## src/pkg/rs_params.svh

```systemverilog
`ifndef RS_PARAMS_SVH
`define RS_PARAMS_SVH

`define ADDR_W           8
`define HSIZE_WORD       3'h2
`define OFS_SWITCH_CFG   8'h00
`define OFS_STATUS       8'h04
`define OFS_LATCH_POS    8'h08
`define OFS_WAIT_TIME    8'h0c
`define OFS_INT_STATUS   8'h10
`define OFS_INT_CLEAR    8'h14
`define OFS_INT_ENABLE   8'h18

`define CFG_W            12
`define CFG_RST          12'h000
`define WAIT_W           16
`define WAIT_RST         16'h0000
`define INT_W            7
`define INT_RST          7'h00

`define SW_STOP_L_EN     0
`define SW_STOP_R_EN     1
`define SW_POL_L         2
`define SW_POL_R         3
`define SW_EXCHANGE      4
`define SW_LATCH_L_ACT   5
`define SW_LATCH_L_INACT 6
`define SW_LATCH_R_ACT   7
`define SW_LATCH_R_INACT 8
`define SW_STALL_HALT_EN 10

`define ST_STOP_L        0
`define ST_STOP_R        1
`define ST_LATCH_L       2
`define ST_LATCH_R       3
`define ST_STOP_L_FLAG   4
`define ST_STOP_R_FLAG   5
`define ST_STALL_HALT    6
`define ST_EV_POS        7
`define ST_VEL_REACHED   8
`define ST_POS_REACHED   9
`define ST_VZERO         10
`define ST_WAIT_ACTIVE   11
`define ST_SECOND_MOVE   12
`define ST_STALL_LIVE    13

`define INT_LATCH_L      0
`define INT_LATCH_R      1
`define INT_SECOND_MOVE  2
`define INT_POS          3
`define INT_STALL        4
`define INT_STOP_L       5
`define INT_STOP_R       6

`endif

```

## src/pkg/rs_pkg.sv

```systemverilog
package rs_pkg;
  typedef logic [31:0] word_t;
  typedef logic [1:0]  side_t;
endpackage

```

## src/pkg/switch_if.sv

```systemverilog
`timescale 1ns/1ps
interface switch_if;
  logic          exchange;
  logic          pol_l;
  logic          pol_r;
  rs_pkg::side_t active;
  rs_pkg::side_t act_edge;
  rs_pkg::side_t inact_edge;
  modport front (input exchange, input pol_l, input pol_r,
                 output active, output act_edge, output inact_edge);
  modport core  (output exchange, output pol_l, output pol_r,
                 input active, input act_edge, input inact_edge);
endinterface

```

## src/hw/ref_switch_ramp_status.sv

```systemverilog
`timescale 1ns/1ps
`include "rs_params.svh"
module ref_switch_ramp_status (
  // Clock and reset.
  input  wire logic           hclk,
  input  wire logic           hresetn,
  // AHB-Lite slave port.
  input  wire logic           hsel,
  input  wire rs_pkg::word_t  haddr,
  input  wire logic [1:0]     htrans,
  input  wire logic           hwrite,
  input  wire logic [2:0]     hsize,
  input  wire rs_pkg::word_t  hwdata,
  input  wire logic           hready,
  output logic                hreadyout,
  output logic                hresp,
  output rs_pkg::word_t       hrdata,
  // Reference switch pins.
  input  wire logic           left_switch_in,
  input  wire logic           right_switch_in,
  // Ramp generator state on the same clock.
  input  wire rs_pkg::word_t  actual_position,
  input  wire rs_pkg::word_t  target_position,
  input  wire rs_pkg::word_t  actual_velocity,
  input  wire rs_pkg::word_t  max_velocity,
  input  wire logic           stall_detect,
  input  wire logic           second_move_pulse,
  input  wire logic           ramp_hold_mode,
  input  wire logic           move_dir_neg,
  // Motion control and interrupt.
  output logic                motor_stop,
  output logic                standstill_hold,
  output logic                irq
);
  import rs_pkg::*;

  switch_if sw ();

  logic [`CFG_W-1:0]     switch_mode_config_r;
  logic [`WAIT_W-1:0]    standstill_wait_time_r;
  logic [`WAIT_W-1:0]    wait_cnt_r;
  logic [`WAIT_W-1:0]    wait_cnt_nxt;
  logic [`INT_W-1:0]     int_status_r;
  logic [`INT_W-1:0]     int_enable_r;
  logic [`INT_W-1:0]     int_set;
  word_t                 latched_position_r;
  word_t                 hrdata_r;
  word_t                 rd_word;
  word_t                 status_word;
  logic [`ADDR_W-1:0]    ph_addr_r;
  logic                  ph_write_r;
  logic                  hreadyout_r;
  logic                  hresp_r;
  logic                  irq_r;
  logic                  motor_stop_r;
  logic                  standstill_hold_r;
  logic                  second_move_r;
  logic                  ev_pos_r;
  logic                  stall_halt_event_r;
  logic                  stop_l_flag_r;
  logic                  stop_r_flag_r;
  logic                  latch_l_r;
  logic                  latch_r_r;
  logic                  pos_eq_q_r;
  logic                  vzero_q_r;
  logic                  take;
  logic                  rd_take;
  logic                  wr_en;
  logic                  status_read;
  logic                  pos_eq;
  logic                  vel_eq;
  logic                  vzero;
  logic                  pos_set;
  logic                  stall_set;
  logic                  latch_l_set;
  logic                  latch_r_set;
  logic                  stop_l_cond;
  logic                  stop_r_cond;
  logic                  stop_l_set;
  logic                  stop_r_set;
  logic                  stop_l_clr;
  logic                  stop_r_clr;

  switch_front u_front (
    .hclk            (hclk),
    .hresetn         (hresetn),
    .left_switch_in  (left_switch_in),
    .right_switch_in (right_switch_in),
    .sw              (sw.front)
  );

  assign sw.exchange = switch_mode_config_r[`SW_EXCHANGE];
  assign sw.pol_l = switch_mode_config_r[`SW_POL_L];
  assign sw.pol_r = switch_mode_config_r[`SW_POL_R];

  // Bus decode. Only whole-word transfers are taken; others complete without effect.
  assign take = hsel & htrans[1] & hready & (hsize == `HSIZE_WORD);
  assign rd_take = take & ~hwrite;
  assign wr_en = ph_write_r & hready;
  assign status_read = rd_take & (haddr[`ADDR_W-1:0] == `OFS_STATUS);

  always_ff @(posedge hclk or negedge hresetn) begin
    if (!hresetn) begin
      ph_write_r <= 1'h0;
      ph_addr_r <= 8'h00;
    end else if (hready) begin
      ph_write_r <= take & hwrite;
      ph_addr_r <= haddr[`ADDR_W-1:0];
    end
  end

  // After the first clock out of reset the slave never inserts wait states; it always answers OKAY.
  always_ff @(posedge hclk or negedge hresetn) begin
    if (!hresetn) begin
      hreadyout_r <= 1'h0;
      hresp_r <= 1'h0;
    end else begin
      hreadyout_r <= 1'h1;
      hresp_r <= 1'h0;
    end
  end

  // Software registers.
  always_ff @(posedge hclk or negedge hresetn) begin
    if (!hresetn) begin
      switch_mode_config_r <= `CFG_RST;
      standstill_wait_time_r <= `WAIT_RST;
      int_enable_r <= `INT_RST;
    end else if (wr_en) begin
      if (ph_addr_r == `OFS_SWITCH_CFG) begin
        switch_mode_config_r <= hwdata[`CFG_W-1:0];
      end
      if (ph_addr_r == `OFS_WAIT_TIME) begin
        standstill_wait_time_r <= hwdata[`WAIT_W-1:0];
      end
      if (ph_addr_r == `OFS_INT_ENABLE) begin
        int_enable_r <= hwdata[`INT_W-1:0];
      end
    end
  end

  // Live comparisons against the ramp generator.
  assign pos_eq = (actual_position == target_position);
  assign vel_eq = (actual_velocity == max_velocity);
  assign vzero = (actual_velocity == 32'h0000_0000);
  assign pos_set = pos_eq & ~pos_eq_q_r;

  always_ff @(posedge hclk or negedge hresetn) begin
    if (!hresetn) begin
      pos_eq_q_r <= 1'h0;
      vzero_q_r <= 1'h1;
    end else begin
      pos_eq_q_r <= pos_eq;
      vzero_q_r <= vzero;
    end
  end

  // Position latch on selected switch edges.
  assign latch_r_set = (switch_mode_config_r[`SW_LATCH_R_INACT] & sw.inact_edge[1])
                     | (switch_mode_config_r[`SW_LATCH_R_ACT] & sw.act_edge[1]);
  assign latch_l_set = (switch_mode_config_r[`SW_LATCH_L_INACT] & sw.inact_edge[0])
                     | (switch_mode_config_r[`SW_LATCH_L_ACT] & sw.act_edge[0]);

  always_ff @(posedge hclk or negedge hresetn) begin
    if (!hresetn) begin
      latched_position_r <= 32'h0000_0000;
    end else if (latch_r_set | latch_l_set) begin
      latched_position_r <= actual_position;
    end
  end

  // Sticky flags. An event in the cycle of the clearing read wins.
  always_ff @(posedge hclk or negedge hresetn) begin
    if (!hresetn) begin
      latch_l_r <= 1'h0;
      latch_r_r <= 1'h0;
    end else begin
      latch_l_r <= (latch_l_r & ~status_read) | latch_l_set;
      latch_r_r <= (latch_r_r & ~status_read) | latch_r_set;
    end
  end

  always_ff @(posedge hclk or negedge hresetn) begin
    if (!hresetn) begin
      second_move_r <= 1'h0;
      ev_pos_r <= 1'h0;
    end else begin
      second_move_r <= (second_move_r & ~status_read) | second_move_pulse;
      ev_pos_r <= (ev_pos_r & ~status_read) | pos_set;
    end
  end

  // Stall stop. Disabling the function also releases the motor.
  assign stall_set = stall_detect & switch_mode_config_r[`SW_STALL_HALT_EN];

  always_ff @(posedge hclk or negedge hresetn) begin
    if (!hresetn) begin
      stall_halt_event_r <= 1'h0;
    end else begin
      stall_halt_event_r <= (stall_halt_event_r & ~status_read
                            & switch_mode_config_r[`SW_STALL_HALT_EN]) | stall_set;
    end
  end

  // Switch stops. A switch only stops motion heading towards it.
  assign stop_r_cond = switch_mode_config_r[`SW_STOP_R_EN] & sw.active[1];
  assign stop_l_cond = switch_mode_config_r[`SW_STOP_L_EN] & sw.active[0];
  assign stop_r_set = stop_r_cond & ~move_dir_neg & ~ramp_hold_mode;
  assign stop_l_set = stop_l_cond & move_dir_neg & ~ramp_hold_mode;
  assign stop_r_clr = ramp_hold_mode | move_dir_neg | ~switch_mode_config_r[`SW_STOP_R_EN];
  assign stop_l_clr = ramp_hold_mode | ~move_dir_neg | ~switch_mode_config_r[`SW_STOP_L_EN];

  always_ff @(posedge hclk or negedge hresetn) begin
    if (!hresetn) begin
      stop_r_flag_r <= 1'h0;
      stop_l_flag_r <= 1'h0;
    end else begin
      stop_r_flag_r <= (stop_r_flag_r & ~stop_r_clr) | stop_r_set;
      stop_l_flag_r <= (stop_l_flag_r & ~stop_l_clr) | stop_l_set;
    end
  end

  // The stop request follows the switch level, so motion resumes on release.
  always_ff @(posedge hclk or negedge hresetn) begin
    if (!hresetn) begin
      motor_stop_r <= 1'h0;
    end else begin
      motor_stop_r <= (stop_r_cond & ~move_dir_neg)
                    | (stop_l_cond & move_dir_neg)
                    | stall_halt_event_r;
    end
  end

  // Standstill wait, started when the velocity reaches zero.
  always_comb begin
    wait_cnt_nxt = wait_cnt_r;
    if (vzero & ~vzero_q_r) begin
      wait_cnt_nxt = standstill_wait_time_r;
    end else if (wait_cnt_r != 16'h0000) begin
      wait_cnt_nxt = wait_cnt_r - 16'h0001;
    end
  end

  always_ff @(posedge hclk or negedge hresetn) begin
    if (!hresetn) begin
      wait_cnt_r <= 16'h0000;
      standstill_hold_r <= 1'h0;
    end else begin
      wait_cnt_r <= wait_cnt_nxt;
      standstill_hold_r <= (wait_cnt_nxt != 16'h0000);
    end
  end

  // Interrupt status, enable and clear.
  always_comb begin
    int_set = 7'h00;
    int_set[`INT_LATCH_L] = latch_l_set;
    int_set[`INT_LATCH_R] = latch_r_set;
    int_set[`INT_SECOND_MOVE] = second_move_pulse;
    int_set[`INT_POS] = pos_set;
    int_set[`INT_STALL] = stall_set & ~stall_halt_event_r;
    int_set[`INT_STOP_L] = stop_l_set & ~stop_l_flag_r;
    int_set[`INT_STOP_R] = stop_r_set & ~stop_r_flag_r;
  end

  always_ff @(posedge hclk or negedge hresetn) begin
    if (!hresetn) begin
      int_status_r <= `INT_RST;
    end else if (wr_en && (ph_addr_r == `OFS_INT_CLEAR)) begin
      int_status_r <= (int_status_r & ~hwdata[`INT_W-1:0]) | int_set;
    end else begin
      int_status_r <= int_status_r | int_set;
    end
  end

  // Position, stall and switch stop flags drive the line directly, regardless of the enable mask; the second move flag does not.
  always_ff @(posedge hclk or negedge hresetn) begin
    if (!hresetn) begin
      irq_r <= 1'h0;
    end else begin
      irq_r <= ev_pos_r
             | stall_halt_event_r
             | stop_l_flag_r | stop_r_flag_r
             | (|(int_status_r & int_enable_r));
    end
  end

  // Status word.
  always_comb begin
    status_word = 32'h0000_0000;
    status_word[`ST_STOP_L] = sw.active[0];
    status_word[`ST_STOP_R] = sw.active[1];
    status_word[`ST_LATCH_L] = latch_l_r;
    status_word[`ST_LATCH_R] = latch_r_r;
    status_word[`ST_STOP_L_FLAG] = stop_l_flag_r;
    status_word[`ST_STOP_R_FLAG] = stop_r_flag_r;
    status_word[`ST_STALL_HALT] = stall_halt_event_r;
    status_word[`ST_EV_POS] = ev_pos_r;
    status_word[`ST_VEL_REACHED] = vel_eq;
    status_word[`ST_POS_REACHED] = pos_eq;
    status_word[`ST_VZERO] = vzero;
    status_word[`ST_WAIT_ACTIVE] = standstill_hold_r;
    status_word[`ST_SECOND_MOVE] = second_move_r;
    status_word[`ST_STALL_LIVE] = stall_detect;
  end

  // Read data is fetched at the address phase, so it is ready with no wait state.
  always_comb begin
    rd_word = 32'h0000_0000;
    case (haddr[`ADDR_W-1:0])
      `OFS_SWITCH_CFG: begin
        rd_word[`CFG_W-1:0] = switch_mode_config_r;
      end
      `OFS_STATUS: begin
        rd_word = status_word;
      end
      `OFS_LATCH_POS: begin
        rd_word = latched_position_r;
      end
      `OFS_WAIT_TIME: begin
        rd_word[`WAIT_W-1:0] = standstill_wait_time_r;
      end
      `OFS_INT_STATUS: begin
        rd_word[`INT_W-1:0] = int_status_r;
      end
      `OFS_INT_ENABLE: begin
        rd_word[`INT_W-1:0] = int_enable_r;
      end
      default: begin
        rd_word = 32'h0000_0000;
      end
    endcase
  end

  always_ff @(posedge hclk or negedge hresetn) begin
    if (!hresetn) begin
      hrdata_r <= 32'h0000_0000;
    end else if (rd_take) begin
      hrdata_r <= rd_word;
    end
  end

  assign hreadyout = hreadyout_r;
  assign hresp = hresp_r;
  assign hrdata = hrdata_r;
  assign irq = irq_r;
  assign motor_stop = motor_stop_r;
  assign standstill_hold = standstill_hold_r;
endmodule

```

## src/hw/switch_front.sv

```systemverilog
`timescale 1ns/1ps
module switch_front (
  // Clock and reset.
  input  wire logic   hclk,
  input  wire logic   hresetn,
  // Raw switch pins.
  input  wire logic   left_switch_in,
  input  wire logic   right_switch_in,
  // Conditioned switch view, index 0 left, 1 right.
  switch_if.front     sw
);
  import rs_pkg::*;

  side_t meta_r;
  side_t sync_r;
  side_t level_r;
  side_t phys;
  side_t pol;
  side_t act;

  always_ff @(posedge hclk or negedge hresetn) begin
    if (!hresetn) begin
      meta_r <= 2'h0;
      sync_r <= 2'h0;
    end else begin
      meta_r <= {right_switch_in, left_switch_in};
      sync_r <= meta_r;
    end
  end

  assign pol = {sw.pol_r, sw.pol_l};

  // The previous active level makes each synchronised edge one pulse.
  genvar g;
  generate
    for (g = 0; g < 2; g++) begin : g_side
      assign phys[g] = sw.exchange ? sync_r[1-g] : sync_r[g];
      assign act[g] = phys[g] ^ pol[g];
      always_ff @(posedge hclk or negedge hresetn) begin
        if (!hresetn) begin
          level_r[g] <= 1'h0;
        end else begin
          level_r[g] <= act[g];
        end
      end
      assign sw.active[g] = act[g];
      assign sw.act_edge[g] = act[g] & ~level_r[g];
      assign sw.inact_edge[g] = ~act[g] & level_r[g];
    end
  endgenerate
endmodule

```

## config.mk

```make
export PLATFORM = sky130hd
export DESIGN_NAME = ref_switch_ramp_status
export DESIGN_NICKNAME = d
export VERILOG_FILES = /design/src/pkg/rs_pkg.sv /design/src/pkg/switch_if.sv /design/src/hw/ref_switch_ramp_status.sv /design/src/hw/switch_front.sv
export VERILOG_INCLUDE_DIRS = /design/src /design/src/pkg
export SDC_FILE = /design/constraint.sdc
export NUM_CORES = 1
export LEC_CHECK = 0
export ABC_CLOCK_PERIOD_IN_PS = 3920
export BUFFER_PORTS_ARGS = -buffer_cell sky130_fd_sc_hd__buf_2
export CAP_MARGIN = 20
export CORE_MARGIN = 2
export CORE_UTILIZATION = 30
export CTS_CLUSTER_SIZE = 24
export DETAILED_ROUTE_END_ITERATION = 16
export SETUP_SLACK_MARGIN = 0.5
export SLEW_MARGIN = 15
export SYNTH_ARGS = -nofsm -noshare
export SYNTH_HDL_FRONTEND = slang
export SYNTH_SLANG_ARGS = --single-unit
```

## constraint.sdc

```tcl
create_clock -name hclk -period 3.92 [get_ports hclk]
set_input_delay 0.588 -clock hclk [delete_from_list [all_inputs] [get_ports hclk]]
set_output_delay 0.588 -clock hclk [all_outputs]
set_load 0.02 [all_outputs]
```

== Word-level counts from Yosys, hierarchy flattened ==
Cells that the tools add are included.

* Register bits after elaboration: 150
* Bits of input ports: 208
* Output and inout bits: 37
* Logic and storage cells: 136

* $add $sub $neg: 1
* Equality and inequality tests: 11
* Muxes and demuxes: 9
* Bitwise operators: 79
* Reduce and logical (&&, ||, !) cells: 10

{| class="wikitable"
|+ Operator list
! kind !! number
|-
| 32-bit == test || 2
|-
| 16-bit two-way mux || 3
|-
| 7-bit case mux with 6 select lines || 1
|-
| 1-bit AND || 35
|-
| 8-bit by 5-bit == test with 1-bit output, second input constant || 4
|-
| 32-bit logical NOT || 1
|-
| 16-bit nonzero test || 2
|-
| 8-bit by 4-bit == test with 1-bit output, second input constant || 3
|-
| 1-bit OR || 20
|-
| 5-bit case mux with 4 select lines || 1
|-
| 1-bit inverter || 17
|-
| 8-bit logical NOT || 2
|-
| 16-bit by 1-bit subtractor with 16-bit output, second input constant || 1
|-
| 7-bit AND || 2
|-
| 7-bit OR || 2
|-
| 4-bit case mux with 3 select lines || 1
|-
| 8-bit by 3-bit == test with 1-bit output, second input constant || 1
|-
| 7-bit two-way mux || 1
|-
| 7-bit inverter || 1
|-
| 7-bit OR reduction || 1
|-
| 2-bit AND reduction || 3
|-
| 3-bit by 2-bit == test with 1-bit output, second input constant || 1
|-
| 1-bit two-way mux || 2
|-
| 1-bit XOR || 2
|-
| 1-bit logical AND || 1
|}

== Longest topological paths before layout ==
Gate-level depths: netlist (run 1).

* Depth after elaboration: 9
* Gate-level depth with buffers: 10
* Mapped depth without buffers: 8

== Hierarchy ==
Synthesis (run 1) repeated with hierarchy kept, for this count alone.

* Cells, all modules: 610
* Area total of the unflattened synthesis: 7,330.8 sq um

{| class="wikitable"
|+ By module, submodules not included
! module !! instances !! cells each !! area each (sq um)
|-
| ref_switch_ramp_status || 1 || 588 || 7,045.5
|-
| switch_front || 1 || 22 || 285.3
|}

== Worst setup path after synthesis (run 1) ==
Ideal clock, no wire load.

* Kind: input to register
* Start point: in actual_velocity[26]
* End point: reg standstill_hold_r (netlist: standstill_hold)
* Library setup time: 138 ps
* Arrival: 2,258 ps
* Data required time: 3,782 ps
* Setup slack: 1,524 ps
* Cell stages on the path: 7
* Path buffers: 1
* Cells stage by stage: nor4_1 > nand4_1 > or3_4 > buf_6 > or3_1 > a2111oi_4 > nand4_1

* Cells in the longest elaborated chain, start to end: 4

{| class="wikitable"
|+ RTL lines
! what !! RTL line !! source
|-
| from (decl) || ref_switch_ramp_status.sv:24 || <nowiki>input wire rs_pkg::word_t actual_velocity,</nowiki>
|-
| 32-bit logical NOT || ref_switch_ramp_status.sv:145 || <nowiki>assign vzero = (actual_velocity == 32'h0000_0000);</nowiki>
|-
| 1-bit AND || ref_switch_ramp_status.sv:237 || <nowiki>if (vzero & ~vzero_q_r) begin</nowiki>
|-
| 16-bit two-way mux || ref_switch_ramp_status.sv:237 ||
|-
| 16-bit nonzero test || ref_switch_ramp_status.sv:250 || <nowiki>standstill_hold_r <= (wait_cnt_nxt != 16'h0000);</nowiki>
|-
| to (signal assigned) || ref_switch_ramp_status.sv:250 ||
|-
| to (decl) || ref_switch_ramp_status.sv:56 || <nowiki>logic standstill_hold_r;</nowiki>
|}

Every way passes these cells.
A chain may end at the register's enable or synchronous reset.

== Final worst setup path (run 1) ==
* Start point: reg wait_cnt_r[0]
* End point: reg standstill_hold_r (netlist: standstill_hold)

* Cells in the longest elaborated chain, start to end: 4
* Elaborated cells between the ends (all ways): 5

{| class="wikitable"
|+ RTL lines
! what !! RTL line !! source
|-
| from (decl) || ref_switch_ramp_status.sv:41 || <nowiki>logic [`WAIT_W-1:0] wait_cnt_r;</nowiki>
|-
| from (signal assigned) || ref_switch_ramp_status.sv:249 || <nowiki>wait_cnt_r <= wait_cnt_nxt;</nowiki>
|-
| 16-bit by 1-bit subtractor with 16-bit output or 16-bit nonzero test (tied branches) || ref_switch_ramp_status.sv:240, ref_switch_ramp_status.sv:239 ||
|-
| 16-bit two-way mux * || ref_switch_ramp_status.sv:239 || <nowiki>end else if (wait_cnt_r != 16'h0000) begin</nowiki>
|-
| 16-bit two-way mux * || ref_switch_ramp_status.sv:237 ||
|-
| 16-bit nonzero test * || ref_switch_ramp_status.sv:250 ||
|}

Every way passes the cells marked *; elsewhere a longest branch is shown, timed or not.

==> results.cfg, run 1 <==
[status]
outcome = finished, final reports clean

[placed_design]
portBuffers = 202
gp_congestion = 0.849
dpl.hpwl_um = 15900
place_ws_ps = 1020

[synth]
netlist_area_um2 = 7550
ys_dominant_reg_cell = dfrtp_1
synth_nets = 834
ys_warn_count = 0
synth_edf_count = 0
synthCells = 624
async_reset_ff_share_pct = 100
avgSynthCellArea_um2 = 12.1
synth_cell_types = 65
ys_ff_latch = 150
ys_seq_area_share_pct = 49.8

[worst_hold_path]
worst_hold_path_type = primary input to flop

[sta]
fin_ws_ps = 1200
finalCritPeriodShare_pct = 69.5
timing.fmax_mhz = 367
tightest_slew_ps = 999
rsz0062_at_grt = no
finalClockSkew_ps = 9.92
maxSlewViolCount = 0
whs_ps = 270
setup_tns_ps = 0
slew_headroom_pct = 33.4
hold_violations = 0
min_period_ps = 2720
finalSetupViolCount = 0

[detailed_routing]
routed_wl_um = 21300
wl_per_cell_um = 18.3
ant_nets = 0
drt-initial-drc-count = 456
drc = 0
routed_via_density = 5.01
dr.pass1.iters = 5
vias = 5851

[cells_and_area]
nets = 1034
n_antenna_cell = 0
fillers = 2498
syn_to_final_growth_pct = 26.9
drive_above_1_share_pct = 36.4

[clocking]
cts_buffer_depth = 2
numCtsBuffers = 17
htree_num_levels = 4
clk_latency_ps = 430
cts_tree = yes
clock-sinks = 150
cts_setup_buffers = 0
clk_pin_slew_worst_paths_ps = 60
root_buffer = clkbuf_16
cts_hold_buffers = 0
cts_resized = 0

[floorplanning]
die_y_um = 163
die_area_um2 = 26400
num_io_pins = 245
die_w_um = 163
rows = 58
initial_utilization_pct = 30.2
design.core.area_um2 = 25000

[power]
powerDensity_nw_per_um2 = 423
irDropWorstVdd_mv = 0.275
power.leakage_nw = 4.37

[global_route]
grt_overflow = 0
grt_pass1_wl_um = 33100
grt_pass1_vias = 5897
antenna_found_initial = 0
grt_util_all_layers_pct = 16.5
grt_start_max_net_pins = 105

[worst_setup_path]
crit_chain = inv_1 > ha_1 > nor3b_1 > nand4_1 > xnor2_1 > nand3_1 > a2111oi_4 > nand4_1
arrival_ps = 3010
critical_path.startpoint_type = flop
critical_path.max_stage_delay_ps = 460
crit_path_max_fanout = 7
crit_top_cell = nand4_1
cp_top_family = simple AND/OR/NAND/NOR gates
crit_path_top_delay_cell = dfrtp_1
rrSetupSlack_ps = 1200
worstPathRequired_ps = 4210
worstSetupPathType = flop to flop
end_kind = flop
crit_buf_inv = 1

[run]
maxCapViolations = 0
-- cell type report --
type | count | area, µm² | share of cell area, %
Timing Repair Buffer | 211 | 1100 | 11.5
Clock buffer | 18 | 439 | 4.59
Sequential cell | 150 | 3750 | 39.2
Inverter | 5 | 18.8 | 0.196
Multi-Input combinational cell | 439 | 3620 | 37.9
Tap cell | 330 | 413 | 4.31
Clock inverter | 14 | 225 | 2.35
-- cell usage after synthesis (2+ instances only) --
library cell	n	area (µm²)
mux4_2	3	67.6
nand3_1	4	20.0
nand4_1	16	100
ha_1	2	25.0
or4_1	7	52.6
conb_1	2	7.51
nor2_1	17	63.8
a21o_1	7	52.6
o21ai_0	9	45.0
nor2b_1	3	18.8
nor4_1	31	194
nand2b_1	3	18.8
a21oi_1	3	15.0
o31ai_1	5	37.5
a211o_1	3	26.3
xnor2_1	36	315
mux2i_1	6	60.1
nand2_1	42	158
nor3b_1	2	15.0
a22o_1	29	254
or3_1	7	43.8
a31oi_1	8	50.1
or4_4	2	22.5
buf_4	2	15.0
buf_2	6	30.0
xor2_1	32	280
clkbuf_1	17	63.8
buf_6	4	45.0
inv_1	5	18.8
a22oi_1	2	15.0
nor3_1	6	30.0
dfrtp_1	149	3730
or3_4	2	22.5
mux2_2	38	428
and3_1	2	12.5
mux2_1	59	664
nand3b_1	2	15.0
nor4_2	3	37.5
a221oi_1	2	17.5
o21ai_1	13	65.1
a222oi_1	9	90.1
-- cells by family (layout without fill, tap and decap cells) --
kind of cell    Yosys count  after routing  share of synthesized area [%]
compound gates          100            100                           10.7
xor+xnor                 68             68                           7.89
flops                   150            150                           49.8
simple gates            160            160                           12.5
mux                     107            107                           16.4
buf+inv                  35            248                           2.34
other cells               2              2                         0.0995
fa+ha+maj                 2              2                          0.332
-- state kept, by name, indices dropped and copies added (netlist names), 7 cells and up --
name / flops
standstill_wait_time_r: 16
switch_mode_config_r: 12
int_enable_r: 7
wait_cnt_r: 16
latched_position_r: 32
ph_addr_r: 8
hrdata: 32
int_status_r: 7
-- worst paths after layout --
path / cells past startpoint / end / startpoint
max: 8 / standstill_hold / wait_cnt_r[0]
min reg2reg: 0 / u_front.sync_r[0] / u_front.meta_r[0]
min in group asynchronous: 1 / hrdata[16] / hresetn
max reg2reg: 8 / standstill_hold / wait_cnt_r[0]
max in group asynchronous: 2 / ph_write_r / hresetn
min: 1 / u_front.meta_r[1] / right_switch_in
-- per-layer routing --
layer  wire [µm]  global-route usage [%]  part of all wire (%)  vias up
met5           0                       0                     0        -
met4         376                    5.47                   1.8        0
met3        1020                    3.44                   4.8       29
met2       10400                    26.8                    49      144
met1        9570                    22.0                    45     2932
li1            -                       -                     -     2746
-- worst register-to-register path, stage by stage (launching register included) --
cell	delay [ps]
dfrtp_1	460
inv_1	120
ha_1	190
nor3b_1	460
nand4_1	300
xnor2_1	340
nand3_1	170
a2111oi_4	410
nand4_1	140
-- cells in the final DEF (no fill, tap or decap), drive strengths merged, types with 3 or more instances in the layout --
cell,instances
nor2,17
bufinv,5
nor3,8
a211o,3
or4,9
a21oi,3
a22o,29
nand4,16
a222oi,9
clkbuf,18
mux4,3
dfrtp,149
nor4,35
xor2,32
inv,6
a21o,7
o21ai,22
nand3,4
mux2i,6
buf,211
clkinv,3
a31oi,9
xnor2,36
nand2b,3
clkinvlp,5
o31ai,6
nand2,42
nor2b,3
mux2,98
or3,9
-- metrics by stage --
stage               std cells  utilization [%]  total power (W)  cell area (µm²)
floorplan                 624                -          0.00202             7550
global placement         1135             35.7          0.00224             8910
detailed placement       1135             35.7          0.00225             8910
CTS                      1167             38.3          0.00410             9570
global route             1167             38.3          0.00422             9570
finish                   1167             38.3          0.00405             9570
-- power breakdown --
group          switching, W  internal [W]  leakage (nW)
Sequential        0.0000920       0.00170          1.91
Combinational      0.000195      0.000228          2.16
Clock              0.000686       0.00115         0.306
Total              0.000973       0.00308          4.37
Note: power is estimated with default switching activity, not from simulation.
==> run 2: changes to the inputs <==
ABC_CLOCK_PERIOD_IN_PS = 2400   (was 3920)
clock period = 2.4 ns   (was 3.92 ns; I/O delays follow)
==> results.cfg, run 2 (same netlist as run 1, synthesis figures left out) <==
[worst_setup_path]
crit_chain = buf_6 > or4_4 > buf_6 > o31ai_4 > a31oi_4 > a2111oi_4 > nand4_1
startpoint = wait_cnt_r[1]
regToRegStartpoint = wait_cnt_r[1]
crit_buf_inv = 2
arrival_ps = 2630
crit_path_top_delay_cell = or4_4
critical_path.max_stage_delay_ps = 600
worstSetupPathType = flop to flop
critical_path.startpoint_type = flop
end_kind = flop
worstPathRequired_ps = 2690
crit_top_cell = buf_6
cp_top_family = compound AO/OA/AOI/OAI gates
crit_path_max_fanout = 6

[global_route]
grt_pass1_vias = 6426
antenna_found_initial = 1
grt_util_all_layers_pct = 18.2
grt_overflow = 0
grt_start_max_net_pins = 59
grt_pass1_wl_um = 36500

[clocking]
numCtsBuffers = 17
clk_pin_slew_worst_paths_ps = 60
cts_buffer_depth = 2
root_buffer = clkbuf_16
cts_tree = yes
clk_latency_ps = 430
htree_num_levels = 4
clock-sinks = 150

[sta]
slew_headroom_pct = 61.3
finalSetupViolCount = 0
tightest_slew_ps = 580
finalClockSkew_ps = 7.09
hold_violations = 0
rsz0062_at_grt = yes
timing.fmax_mhz = 427
maxSlewViolCount = 0
fin_ws_ps = 58.3
finalCritPeriodShare_pct = 97.6
min_period_ps = 2340

[placed_design]
place_ws_ps = -53.3
gp_congestion = 0.899
dpl.hpwl_um = 17400
portBuffers = 202
placed_area_um2 = 9560
place_inst = 1194

[detailed_routing]
wl_per_cell_um = 19.1
m1WireLength_um = 10700
met3_length_um = 893
wl_met2_um = 11900
vias = 6327
ant_nets = 0
dr.pass1.iters = 5
top_layer_used = met4
routed_via_density = 5.03
drc = 0
routed_wl_um = 24000
drt-initial-drc-count = 427

[worst_hold_path]
min_from = left_switch_in
worst_hold_path_type = primary input to flop

[cells_and_area]
nets = 1126
mostFrequentLayoutCells = 201 x buf_2, 145 x dfrtp_1, 78 x buf_4, 61 x mux2_4, 41 x nand2_1
final_util_pct = 43.6
final_common_cell = buf_2
drive_above_1_share_pct = 52.9
fin_cells = 1258
design_area_um2 = 10900
syn_to_final_growth_pct = 44.3

[run]
maxCapViolations = 0

[floorplanning]
die_w_um = 163
die_area_um2 = 26400
die_y_um = 163
rows = 58
num_io_pins = 245
design.core.area_um2 = 25000
initial_utilization_pct = 30.2

[power]
power.leakage_nw = 5.14
irDropWorstVdd_mv = 0.406
powerDensity_nw_per_um2 = 594

[status]
outcome = finished, final reports clean
run 2: repair_timing:
action                                  4_1_cts  5_1_grt
buffers inserted                             16       12
hold buffers                                  1        0
endpoints found under the hold margin        53        0
resized for setup                            54       43
pin swaps                                    12       32
gates cloned                                  3        1
endpoints found under the setup margin       63       90
run 2: power breakdown:
group	internal [W]	leakage [nW]	total [W]	switching (W)
Clock	0.00154	0.273	0.00257	0.00103
Combinational	0.000582	2.96	0.000936	0.000354
Sequential	0.00278	1.91	0.00296	0.000184
Total	0.00490	5.14	0.00646	0.00156
run 2: path summary, 6_finish.rpt:
kind / endpoint / slack [ps] / cells past startpoint
hold / removal: u_front.meta_r[0] / 40 / 1
setup / recovery: standstill_hold / 60 / 7
setup reg to reg: standstill_hold / 60 / 7
max in group asynchronous: wait_cnt_r[8] / 1210 / 3
min in group asynchronous: hreadyout / 480 / 2
hold reg to reg: u_front.sync_r[0] / 350 / 0
run 2: cell type report:
class / instances / area [µm²]
well taps: 330 / 413
repair buffers: 303 / 1970
diodes: 1 / 2.50
clock inverters: 9 / 105
multi-input cells: 439 / 4170
fillers: 2334 / 14100
flip-flops and latches: 150 / 3760
inverters: 5 / 18.8
clock buffers: 21 / 450
run 2: through the flow:
step | setup TNS [ps] | power [W] | hold slack, ps
6_report | 0 | 0.00646 | 39.6
3_3_place_gp | -44.4 | 0.00372 | 334
4_1_cts | 0 | 0.00649 | 22.2
2_1_floorplan | 0 | 0.00331 | 64.4
3_5_place_dp | -53.3 | 0.00374 | 338
5_1_grt | -6.98 | 0.00676 | 22.9
run 2: layer usage:
layer / track usage, % / up-vias
met5: 0 / -
met4: 5.63 / 0
met3: 3.57 / 35
met2: 30.3 / 166
met1: 24.2 / 3192
li1: - / 2934
==> run 3: changes to the inputs <==
ABC_AREA = 1   (was not set)
==> results.cfg, run 3 <==
[status]
outcome = finished, final reports clean

[power]
power.leakage_nw = 5.12
irDropWorstVdd_mv = 0.474
powerDensity_nw_per_um2 = 592

[synth]
synth_top_area_share_pct = 47.0
synthMuxAreaShare_pct = 0.710
synth_fa_ha_area_share_pct = 0.316
synth_simple_gate_area_share_pct = 26.1
synth_cell_types = 45
synthCells = 1013
synth_largest_area_cell = dfrtp_1
async_reset_ff_share_pct = 100
synth_area_leaders = dfrtp_1 47%, nand2_1 15%, o21ai_0 6.3%
ys_warn_count = 0
synth_xor_area_share_pct = 5.75
synth_edf_count = 0
ys_seq_area_share_pct = 47.4
ys_ff_latch = 150
synth_nets = 1223
synth_compound_area_share_pct = 12.2
avgSynthCellArea_um2 = 7.82
ys_dominant_reg_cell = dfrtp_1
netlist_area_um2 = 7930
post-synth-top-count-cell = nand2_1
synth_common_cells = 325 x nand2_1, 149 x dfrtp_1, 109 x inv_1, 100 x o21ai_0, 75 x nor2_1
synth_top_family_by_area = simple AND/OR/NAND/NOR gates

[sta]
rsz0062_at_grt = yes
maxSlewViolCount = 0
slew_headroom_pct = 60.3
timing.fmax_mhz = 529
finalClockSkew_ps = 7.97
finalCritPeriodShare_pct = 78.8
min_period_ps = 1890
hold_violations = 0
fin_ws_ps = 509
tightest_slew_ps = 596
finalSetupViolCount = 0
setup_tns_ps = 0

[detailed_routing]
drt-initial-drc-count = 457
vias = 7481
drc = 0
m1WireLength_um = 10900
routed_via_density = 4.69
dr.pass1.iters = 7
wl_met2_um = 12000
wl_per_cell_um = 15.6
met3_length_um = 1330
routed_wl_um = 24800
top_layer_used = met4
ant_nets = 0

[global_route]
antenna_found_initial = 1
grt_util_all_layers_pct = 17.8
grt_start_max_net_pins = 63
grt_overflow = 0
grt_pass1_wl_um = 39100
grt_pass1_vias = 7305

[worst_hold_path]
min_from = left_switch_in
worst_hold_path_type = primary input to flop

[cells_and_area]
drive_above_1_share_pct = 25.4
final_util_pct = 39.4
design_area_um2 = 10200
nets = 1457
final_common_cell = nand2_1
mostFrequentLayoutCells = 324 x nand2_1, 201 x buf_2, 148 x dfrtp_1, 107 x inv_1, 100 x o21ai_0
syn_to_final_growth_pct = 29.1

[clocking]
root_buffer = clkbuf_16
cts_tree = yes
cts_buffer_depth = 2
numCtsBuffers = 17
clk_pin_slew_worst_paths_ps = 60
clock-sinks = 150
htree_num_levels = 4
clk_latency_ps = 430

[worst_setup_path]
arrival_ps = 2200
worstPathRequired_ps = 2710
crit_path_max_fanout = 7
end_kind = flop
startpoint = wait_cnt_r[1]
critical_path.startpoint_type = flop
worstSetupPathType = flop to flop
regToRegStartpoint = wait_cnt_r[1]

[placed_design]
place_ws_ps = 94.1
dpl.hpwl_um = 18700
gp_congestion = 0.872
portBuffers = 202
placed_area_um2 = 9420

[floorplanning]
die_w_um = 167
design.core.area_um2 = 26000
initial_utilization_pct = 30.5
die_y_um = 167
num_io_pins = 245
die_area_um2 = 27700
rows = 59

[run]
maxCapViolations = 0
-- run 3: worst paths after layout --
path / to / slack, ps / cells past startpoint
worst max-delay path: standstill_hold / 510 / 14
worst min-delay path: u_front.meta_r[0] / 40 / 1
worst max register to register: standstill_hold / 510 / 14
worst min register to register: u_front.sync_r[1] / 350 / 0
max in group asynchronous: vzero_q_r / 1190 / 3
min in group asynchronous: hrdata[31] / 480 / 2
-- run 3: worst max-delay path: stages (launching register included) --
cell and delay [ps]:
dfrtp_1 380, inv_1 100, ha_2 210, nand2_1 60, nor2_1 130, nand2_2 130, buf_4 190, nand2_1 70
inv_1 40, nand2_1 50, nand2_1 80, nor2_1 100, nand2_1 50, nor2_1 130, nand2_1 70
-- run 3: per-stage QoR --
step / total power (W) / instances / hold slack [ps]
after floorplan: 0.00305 / 1013 / 64.4
after global placement: 0.00338 / 1545 / 337
after detailed placement: 0.00340 / 1545 / 337
after CTS: 0.00608 / 1583 / 40.3
after global routing: 0.00629 / 1594 / 28.1
final: 0.00606 / 1594 / 42.8
-- run 3: what timing repair did --
action | 4_1_cts | 5_1_grt
setup endpoints to repair | 33 | 44
endpoints found under the hold margin | 56 | 0
gates cloned | 3 | 0
resized for setup | 10 | 6
pin swaps | 3 | 5
hold buffers | 1 | 0
buffers inserted | 4 | 10
-- run 3: cell type report --
| type | instances | area (µm²) |
|---|---|---|
| Antenna cell | 1 | 2.50 |
| Clock inverter | 9 | 128 |
| Timing Repair Buffer | 242 | 1390 |
| Clock buffer | 21 | 460 |
| Inverter | 111 | 417 |
| Fill cell | 2727 | 15800 |
| Tap cell | 335 | 419 |
| Multi-Input combinational cell | 725 | 3660 |
| Sequential cell | 150 | 3760 |
-- run 3: kinds of logic after synthesis --
logic type / after synthesis
AO/OA/AOI/OAI: 162
XOR/XNOR: 49
adder cells (fa/ha/maj): 2
buffers and inverters: 141
flip-flops: 150
multiplexers: 5
other: 2
AND/OR/NAND/NOR: 502
-- run 3: power by group --
part	internal (W)	leakage, nW	switching (W)
registers	0.00265	1.81	0.0000815
clock network	0.00167	0.281	0.00103
logic	0.000278	3.03	0.000345
total	0.00460	5.12	0.00145
-- run 3: routing by layer --
metal	vias to the layer above	track usage, %
met5	-	0
met4	0	6.15
met3	44	3.42
met2	216	29.5
met1	3500	23.4
li1	3721	-
